[src/hdl/page_frame_pkg.sv]
package page_frame_pkg;

   ////////////////////////////////////////////////////////////////////////////
   // widths
   localparam int PAGE_W = 8;
   localparam int SW_W = 8;
   localparam int ADDR_W = 4;
   localparam int DATA_W = 32;
   localparam int FLAG_W = 8;
   localparam int IDX_W = 3;
   localparam int SLOT_W = 2;
   localparam int CNT_W = 16;
   localparam int FLAG_BLK_LSB = 5;
   localparam int FLAG_BLK_W = 3;

   ////////////////////////////////////////////////////////////////////////////
   // register offsets and fields
   localparam logic [ADDR_W-1:0] REG_CTRL = 4'h0;
   localparam logic [ADDR_W-1:0] REG_STATUS = 4'h4;
   localparam logic [ADDR_W-1:0] REG_HITS = 4'h8;
   localparam int CTRL_EN_BIT = 0;
   localparam int CTRL_TWO_IF_BIT = 1;
   localparam logic [1:0] CTRL_RST = 2'h3;
   localparam int STAT_BASE_LSB = 0;
   localparam int STAT_SHIFT_LSB = 8;
   localparam int STAT_FLAG_LSB = 16;
   localparam int STAT_WARN_BIT = 24;
   localparam logic [CNT_W-1:0] HITS_RST = 16'h0000;
   localparam logic [CNT_W-1:0] HITS_MAX = 16'hFFFF;

   ////////////////////////////////////////////////////////////////////////////
   // switch positions and reset values
   localparam int CNT_POS0 = 0;
   localparam int CNT_POS1 = 1;
   localparam logic [3:0] MAX_PAGES = 4'h8;
   localparam logic [SW_W-1:0] BASE_SW_RST = 8'h00;
   localparam logic [SW_W-1:0] FLAG_SW_RST = 8'hFF;
   localparam logic [SW_W-1:0] CNT_SW_RST = 8'hFC;
   localparam logic [PAGE_W-1:0] BASE_RST = 8'h00;
   localparam logic [FLAG_W-1:0] FLAG_EN_RST = 8'h00;

   typedef enum logic [1:0] {
      SHIFT_ONE = 2'h0,
      SHIFT_TWO = 2'h1,
      SHIFT_FOUR = 2'h2
   } page_shift_t;

endpackage

[src/hdl/switch_cfg_if.sv]
interface switch_cfg_if;
   import page_frame_pkg::*;
   logic [PAGE_W-1:0] base_page;
   page_shift_t page_shift;
   logic [FLAG_W-1:0] flag_en;
   logic unused_down;
   modport src (output base_page, output page_shift, output flag_en, output unused_down);
   modport dst (input base_page, input page_shift, input flag_en, input unused_down);
endinterface

[src/hdl/page_frame_switch_decoder.sv]
// Behaviour
// - answer at most eight consecutive pages from base
// - further pages count upward from base page
// - base switch up gives one; default zero
// - eight 32-byte flag blocks, enabled switch down
// - all flag switches up disables every block
// - count switches select one, two, four pages
// - delivered count setting gives one page
//
// Local design decisions: the address-and-strobe port and the address map.
module page_frame_switch_decoder (
   input wire logic clock,
   input wire logic nrst,
   input wire logic ce,
   input wire logic [page_frame_pkg::SW_W-1:0] base_page_switches,
   input wire logic [page_frame_pkg::SW_W-1:0] flag_block_enable_switches,
   input wire logic [page_frame_pkg::SW_W-1:0] page_count_switches,
   input wire logic host_page_sel,
   input wire logic [page_frame_pkg::PAGE_W-1:0] host_page,
   input wire logic host_flag_sel,
   input wire logic [page_frame_pkg::FLAG_W-1:0] host_flag_addr,
   input wire logic [page_frame_pkg::ADDR_W-1:0] reg_addr,
   input wire logic [page_frame_pkg::DATA_W-1:0] reg_wdata,
   input wire logic reg_wr,
   input wire logic reg_rd,
   output logic page_hit_q,
   output logic [page_frame_pkg::IDX_W-1:0] page_index_q,
   output logic page_if_q,
   output logic [page_frame_pkg::SLOT_W-1:0] page_slot_q,
   output logic flag_hit_q,
   output logic [page_frame_pkg::FLAG_BLK_W-1:0] flag_block_q,
   output logic [page_frame_pkg::FLAG_BLK_LSB-1:0] flag_byte_q,
   output logic [page_frame_pkg::DATA_W-1:0] reg_rdata_q
);
   import page_frame_pkg::*;

   ////////////////////////////////////////////////////////////////////////////
   // helpers

   // pages in the window: per-interface pages times interface count
   function automatic logic [3:0] total_pages(input page_shift_t sh, input logic two);
      total_pages = 4'h1 << ({1'b0, sh} + {2'b00, two});
   endfunction

   // 32-byte flag block that a flag byte address falls in
   function automatic logic [FLAG_BLK_W-1:0] flag_block_of(input logic [FLAG_W-1:0] a);
      flag_block_of = a[FLAG_W-1:FLAG_BLK_LSB];
   endfunction

   ////////////////////////////////////////////////////////////////////////////
   // switch sync and decode

   switch_cfg_if cfg ();

   switch_decoder u_dec (
      .clock(clock),
      .nrst(nrst),
      .ce(ce),
      .base_page_switches(base_page_switches),
      .flag_block_enable_switches(flag_block_enable_switches),
      .page_count_switches(page_count_switches),
      .cfg(cfg)
   );

   logic [1:0] ctrl_q, ctrl_d;
   logic [CNT_W-1:0] hits_q, hits_d;
   logic [DATA_W-1:0] rdata_d;
   logic [PAGE_W-1:0] page_off;
   logic [3:0] total;
   logic [SLOT_W-1:0] slot_mask;
   logic page_take;
   logic page_hit_d, page_if_d;
   logic [IDX_W-1:0] page_index_d, if_shifted;
   logic [SLOT_W-1:0] page_slot_d;
   logic [FLAG_BLK_W-1:0] flag_blk;
   logic flag_take;
   logic flag_hit_d;
   logic [FLAG_BLK_W-1:0] flag_block_d;
   logic [FLAG_BLK_LSB-1:0] flag_byte_d;
   logic [DATA_W-1:0] status;
   logic flag_chk;

   ////////////////////////////////////////////////////////////////////////////
   // page window decode

   // offset from base, bounded by the configured page count
   always_comb begin
      page_off = host_page - cfg.base_page;
      total = total_pages(cfg.page_shift, ctrl_q[CTRL_TWO_IF_BIT]);
      slot_mask = SLOT_W'(total_pages(cfg.page_shift, 1'b0) - 4'h1);
      page_take = host_page_sel && ctrl_q[CTRL_EN_BIT]
         && (host_page >= cfg.base_page) // no wrap below base
         && (page_off < {4'h0, total});
      if_shifted = page_off[IDX_W-1:0] >> cfg.page_shift;
      page_hit_d = page_take;
      page_index_d = page_take ? page_off[IDX_W-1:0] : 3'h0;
      page_if_d = page_take ? if_shifted[0] : 1'b0;
      page_slot_d = page_take ? (page_off[SLOT_W-1:0] & slot_mask) : 2'h0;
   end

   // page answer registers
   always_ff @(posedge clock) begin
      if (!nrst) begin
         page_hit_q <= 1'b0;
         page_index_q <= 3'h0;
         page_if_q <= 1'b0;
         page_slot_q <= 2'h0;
      end else if (ce) begin
         page_hit_q <= page_hit_d;
         page_index_q <= page_index_d;
         page_if_q <= page_if_d;
         page_slot_q <= page_slot_d;
      end
   end

   ////////////////////////////////////////////////////////////////////////////
   // coordination flag decode

   // block index from the top address bits, gated by its enable
   always_comb begin
      flag_blk = flag_block_of(host_flag_addr);
      flag_take = host_flag_sel && ctrl_q[CTRL_EN_BIT]
         && cfg.flag_en[flag_blk];
      flag_hit_d = flag_take;
      flag_block_d = flag_take ? flag_blk : 3'h0;
      flag_byte_d = flag_take ? host_flag_addr[FLAG_BLK_LSB-1:0] : 5'h00;
   end

   // flag answer registers
   always_ff @(posedge clock) begin
      if (!nrst) begin
         flag_hit_q <= 1'b0;
         flag_block_q <= 3'h0;
         flag_byte_q <= 5'h00;
      end else if (ce) begin
         flag_hit_q <= flag_hit_d;
         flag_block_q <= flag_block_d;
         flag_byte_q <= flag_byte_d;
      end
   end

   ////////////////////////////////////////////////////////////////////////////
   // register port

   // control write, hit counter, read mux
   always_comb begin
      ctrl_d = ctrl_q;
      if (reg_wr && reg_addr == REG_CTRL) begin
         ctrl_d = reg_wdata[1:0];
      end
      // a hit in the clearing cycle still counts
      if (reg_wr && reg_addr == REG_HITS) begin
         hits_d = page_take ? 16'h0001 : HITS_RST;
      end else if (page_take && hits_q != HITS_MAX) begin
         hits_d = hits_q + 16'h0001;
      end else begin
         hits_d = hits_q;
      end
      status = '0;
      status[STAT_BASE_LSB +: PAGE_W] = cfg.base_page;
      status[STAT_SHIFT_LSB +: 2] = cfg.page_shift;
      status[STAT_FLAG_LSB +: FLAG_W] = cfg.flag_en;
      status[STAT_WARN_BIT] = cfg.unused_down;
      rdata_d = '0;
      if (reg_rd) begin
         case (reg_addr)
            REG_CTRL: rdata_d = {30'h00000000, ctrl_q};
            REG_STATUS: rdata_d = status;
            REG_HITS: rdata_d = {16'h0000, hits_q};
            default: rdata_d = '0; // unmapped reads zero
         endcase
      end
   end

   // register state
   always_ff @(posedge clock) begin
      if (!nrst) begin
         ctrl_q <= CTRL_RST;
         hits_q <= HITS_RST;
         reg_rdata_q <= '0;
      end else if (ce) begin
         ctrl_q <= ctrl_d;
         hits_q <= hits_d;
         reg_rdata_q <= rdata_d;
      end
   end

   assign flag_chk = cfg.flag_en[host_flag_addr[7:5]];
endmodule // page_frame_switch_decoder

[src/hdl/switch_decoder.sv]
module switch_decoder (
   input wire logic clock,
   input wire logic nrst,
   input wire logic ce,
   input wire logic [page_frame_pkg::SW_W-1:0] base_page_switches,
   input wire logic [page_frame_pkg::SW_W-1:0] flag_block_enable_switches,
   input wire logic [page_frame_pkg::SW_W-1:0] page_count_switches,
   switch_cfg_if.src cfg
);
   import page_frame_pkg::*;

   logic [SW_W-1:0] base_s1_q, base_s1_d, base_s2_q, base_s2_d;
   logic [SW_W-1:0] flag_s1_q, flag_s1_d, flag_s2_q, flag_s2_d;
   logic [SW_W-1:0] cnt_s1_q, cnt_s1_d, cnt_s2_q, cnt_s2_d;
   logic [PAGE_W-1:0] base_q, base_d;
   page_shift_t shift_q, shift_d;
   logic [FLAG_W-1:0] flag_en_q, flag_en_d;
   logic warn_q, warn_d;

   ////////////////////////////////////////////////////////////////////////////
   // two-stage pin sync, then decode of the settled switch levels
   always_comb begin
      base_s1_d = base_page_switches;
      flag_s1_d = flag_block_enable_switches;
      cnt_s1_d = page_count_switches;
      base_s2_d = base_s1_q;
      flag_s2_d = flag_s1_q;
      cnt_s2_d = cnt_s1_q;
      base_d = base_s2_q; // up reads as one
      flag_en_d = ~flag_s2_q; // down enables
      warn_d = ~&cnt_s2_q[SW_W-1:2]; // unused must stay up
      unique case ({cnt_s2_q[CNT_POS1], cnt_s2_q[CNT_POS0]})
         2'b00, 2'b01: shift_d = SHIFT_ONE;
         2'b10: shift_d = SHIFT_TWO;
         2'b11: shift_d = SHIFT_FOUR;
      endcase
   end

   // sync and decoded config registers
   always_ff @(posedge clock) begin
      if (!nrst) begin
         base_s1_q <= BASE_SW_RST;
         base_s2_q <= BASE_SW_RST;
         flag_s1_q <= FLAG_SW_RST;
         flag_s2_q <= FLAG_SW_RST;
         cnt_s1_q <= CNT_SW_RST;
         cnt_s2_q <= CNT_SW_RST;
         base_q <= BASE_RST;
         shift_q <= SHIFT_ONE;
         flag_en_q <= FLAG_EN_RST; // delivered: all blocks off
         warn_q <= 1'b0;
      end else if (ce) begin
         base_s1_q <= base_s1_d;
         base_s2_q <= base_s2_d;
         flag_s1_q <= flag_s1_d;
         flag_s2_q <= flag_s2_d;
         cnt_s1_q <= cnt_s1_d;
         cnt_s2_q <= cnt_s2_d;
         base_q <= base_d;
         shift_q <= shift_d;
         flag_en_q <= flag_en_d;
         warn_q <= warn_d;
      end
   end

   assign cfg.base_page = base_q;
   assign cfg.page_shift = shift_q;
   assign cfg.flag_en = flag_en_q;
   assign cfg.unused_down = warn_q;
endmodule // switch_decoder

[config.mk]
export PLATFORM = sky130hd
export DESIGN_NAME = page_frame_switch_decoder
export DESIGN_NICKNAME = d
export VERILOG_FILES = /design/src/hdl/page_frame_pkg.sv /design/src/hdl/switch_cfg_if.sv /design/src/hdl/page_frame_switch_decoder.sv /design/src/hdl/switch_decoder.sv
export SDC_FILE = /design/constraint.sdc
export NUM_CORES = 1
export LEC_CHECK = 0
export BUFFER_PORTS_ARGS = -buffer_cell sky130_fd_sc_hd__buf_2
export CORE_MARGIN = 2
export CORE_UTILIZATION = 45
export CTS_BUF_LIST = sky130_fd_sc_hd__clkbuf_8
export CTS_CLUSTER_DIAMETER = 40
export CTS_CLUSTER_SIZE = 12
export DETAILED_ROUTE_END_ITERATION = 6
export PLACE_DENSITY = 0.79
export SLEW_MARGIN = 30
export SYNTH_ARGS = -nofsm -noshare
export SYNTH_HDL_FRONTEND = slang
export SYNTH_SLANG_ARGS = --single-unit
export TNS_END_PERCENT = 10
[constraint.sdc]
create_clock -name clock -period 7.4 [get_ports clock]
set_input_delay 0.37 -clock clock [delete_from_list [all_inputs] [get_ports clock]]
set_output_delay 0.37 -clock clock [all_outputs]
set_load 0.01 [all_outputs]
==> flow_metrics.py <==
metrics = {
    "die": {
        "dieArea_mm2": 0.01372,
        "std_cell_rows": 41,
        "pin_count": 131,
        "core_area_mm2": 0.01257,
        "die-width_um": 117.1,
        "chipHeight_um": 117.1,
        "start_util_pct": 45.81,
    },
    "clock_tree": {
        "clk_pin_slew_ns": 0.08,
        "cts-buffers-inserted": 17,
        "postCtsResizedCells": 0,
        "post_cts_buffers": 0,
        "cts_tree": "built",
        "h-tree-depth": 4,
        "root_buffer": "clkbuf_8",
        "ctsHoldBuffers": 0,
        "clockBufferDepth": 2,
        "clkSinkCount": 126,
        "worstSkewPairLatency_ns": 0.44,
    },
    "timing": {
        "final_max_slew_viol_count": 0,
        "fin_tns_setup_ns": 0,
        "fmax_mhz": 299.3,
        "fin_crit_sh_pct": 45.15,
        "slew_headroom_pct": 46.61,
        "finalHoldViolCount": 0,
        "worstMarginPinSlew_ns": 0.7973,
        "grt_setup_unrepaired": "no",
        "setup_viol": 0,
        "period_minus_slack_ns": 3.341,
        "finalClockSkew_ns": 0.01166,
        "holdWs_ns": 0.1458,
    },
    "yosys": {
        "syn_inst": 603,
        "synth-edff-count": 0,
        "syn_area_mm2": 0.005758,
        "ys_seq_elements": 126,
        "async_flop_share_pct": 0,
        "synth_warnings": 0,
        "yosys_most_used_dff": "dfxtp_1",
        "yosysSeqAreaShare_pct": 43.81,
        "synth_cell_types": 59,
        "postSynthAreaPerCell_um2": 9.549,
    },
    "global_routing": {
        "antenna_found_initial": 1,
        "grt_pass1_wl_um": 21440,
        "grt_max_degree": 97,
        "grt.overflow.total": 0,
        "grtUsageTotal_pct": 20.05,
        "grt_pass1_vias": 4491,
    },
    "final_layout": {
        "syn_to_final_growth_pct": 16.86,
        "nets": 782,
        "drive_gt1_share_pct": 20.72,
        "antenna_cells": 0,
    },
    "worst_setup_path": {
        "cp_num_buf_inv": 1,
        "critPathLaunch": "u_dec.cfg.base_page[0]",
        "reg2reg_slack_ns": 4.06,
        "crit_required_ns": 7.73,
        "worst_ep_arrival_time_ns": 3.67,
        "crit_path_end_kind": "flop",
        "cp_top_family": "adder cells",
        "worstReg2RegStart": "u_dec.cfg.base_page[0]",
        "path_cells": "ha_1, inv_1, fa_1, xor2_1, ha_1, a21oi_1, o21ai_0, nand2_1, nand2_1, nor4_1, a21oi_1, o2bb2ai_1",
        "critPathKind": "reg -> reg",
        "reg2reg_depth": 12,
        "critPathMaxStageDelay_ns": 0.57,
        "cp_num_cells": 12,
        "critPathLaunchType": "flop",
        "cpMaxStageDelayCell": "nor4_1",
        "critPathMaxFanout": 4,
    },
    "route": {
        "drtIter0Drc": 202,
        "wl_per_cell_um": 15.49,
        "via_per_inst": 5.404,
        "route.vias.total": 4685,
        "route.detailed.drc": 0,
        "firstDrtPassIters": 5,
        "ant_nets": 0,
        "wl_um": 13430,
    },
    "status": {
        "outcome": "completed",
    },
    "place": {
        "io_buffers": 93,
        "dp_hpwl_um": 9451,
        "gp_congestion": 0.8352,
    },
    "worst_hold_path": {
        "worstHoldPathType": "in -> reg",
        "hp-start": "flag_block_enable_switches[1]",
        "min_path_cells": 3,
    },
    "flow_run": {
        "drv_cap": 0,
    },
    "pwr": {
        "ir_drop_uv": 137.2,
        "power_leakage_nw": 2.840,
        "power_density_mw_per_mm2": 215.7,
    },
}
power by group:
group          internal [mW]  switching, mW  leakage, nW
clock                  0.356          0.265        0.213
combinational         0.0538         0.0693         1.60
sequential             0.696         0.0111         1.02
total                   1.11          0.346         2.84
stage by stage:
stage | utilization, % | total power [mW] | std cells | cell area [µm²] | worst slack [ns]
after floorplan | - | 0.8089 | 609 | 5781 | 4.452
after global placement | 50.07 | 0.8382 | 834 | 6294 | 3.871
after detailed placement | 50.14 | 0.8444 | 834 | 6302 | 3.793
after CTS | 53.48 | 1.461 | 866 | 6721 | 3.901
after global routing | 53.54 | 1.504 | 867 | 6729 | 3.911
final | 53.54 | 1.451 | 867 | 6729 | 4.059
placed cells by master (no fill, tap or decap), types with 7 or more instances in the layout:
cell type / count
nor2b_1: 64
conb_1: 7
clkbuf_8: 20
buf_2: 92
inv_1: 16
nand3_1: 24
o21ai_0: 10
dfxtp_1: 126
mux2i_1: 62
ha_1: 16
a21boi_0: 10
nor2_1: 19
o211a_1: 8
a41oi_1: 7
nand2_1: 71
a22oi_1: 30
a21oi_1: 17
routing by layer:
| metal | up-vias | global-route usage, % | share of wire [%] |
|---|---|---|---|
| li1 | 2285 | - | - |
| met1 | 2195 | 25.18 | 43 |
| met2 | 173 | 31.75 | 47 |
| met3 | 30 | 6.179 | 7.3 |
| met4 | 2 | 9.098 | 2.3 |
| met5 | - | 0 | 0.12 |
worst register-to-register path, delay by kind of cell, from the launching register on:
kind | cells | cell delay, ns
simple gates | 3 | 0.78
xor+xnor | 1 | 0.46
buf+inv | 1 | 0.05
compound gates | 4 | 0.66
flops | 1 | 0.39
fa+ha+maj | 3 | 0.92
registers in the layout, indices dropped and copies added, names as in the netlist, 2 cells and up:
| name | cells |
|---|---|
| u_dec.flag_s2_q | 8 |
| flag_block_q | 3 |
| flag_byte_q | 5 |
| u_dec.flag_s1_q | 8 |
| u_dec.cnt_s1_q | 8 |
| page_slot_q | 2 |
| u_dec.cnt_s2_q | 8 |
| u_dec.base_d | 8 |
| u_dec.base_s1_q | 8 |
| u_dec.cfg.base_page | 8 |
| page_index_q | 3 |
| ctrl_q | 2 |
| reg_rdata_q | 25 |
| u_dec.cfg.flag_en | 8 |
| u_dec.cfg.page_shift | 2 |
| hits_q | 16 |
cell usage after synthesis, types with 7 or more instances:
cell type / n / area, µm²
o21ai_0: 10 / 50.05
a41oi_1: 7 / 61.31
nand2_1: 71 / 266.5
a21oi_1: 17 / 85.08
nor2b_1: 64 / 400.4
clkbuf_1: 29 / 108.9
buf_4: 8 / 60.06
o211a_1: 8 / 80.08
a22oi_1: 30 / 225.2
a21boi_0: 10 / 75.07
inv_1: 14 / 52.55
dfxtp_1: 126 / 2522
nand3_1: 24 / 120.1
mux2i_1: 62 / 620.6
nor2_1: 19 / 71.32
ha_1: 16 / 200.2
kinds of logic after synthesis:
family / share of synthesized area [%]
and+or+nand+nor: 20.43
other: 0.06513
DFF: 43.81
xor gates and xnor gates: 1.217
buffers and inverters: 4.433
muxes: 11.95
adders and majority gates: 3.824
AOI/OAI and AO/OA: 14.28
final cells by class:
cell class / instances / area, µm²
clock inverters: 12 / 143.9
inverters: 15 / 56.30
repair buffers: 97 / 498.0
well taps: 172 / 215.2
clock buffers: 20 / 275.3
fillers: 1106 / 5839
flip-flops and latches: 126 / 2522
multi-input cells: 425 / 3018
path summary, 6_finish.rpt:
kind / endpoint
hold / removal: u_dec.flag_s1_q[1]
setup reg to reg: hits_q[3]
setup / recovery: hits_q[3]
hold reg to reg: u_dec.cnt_s2_q[7]
No activity file was read; power rests on OpenSTA's default activity.
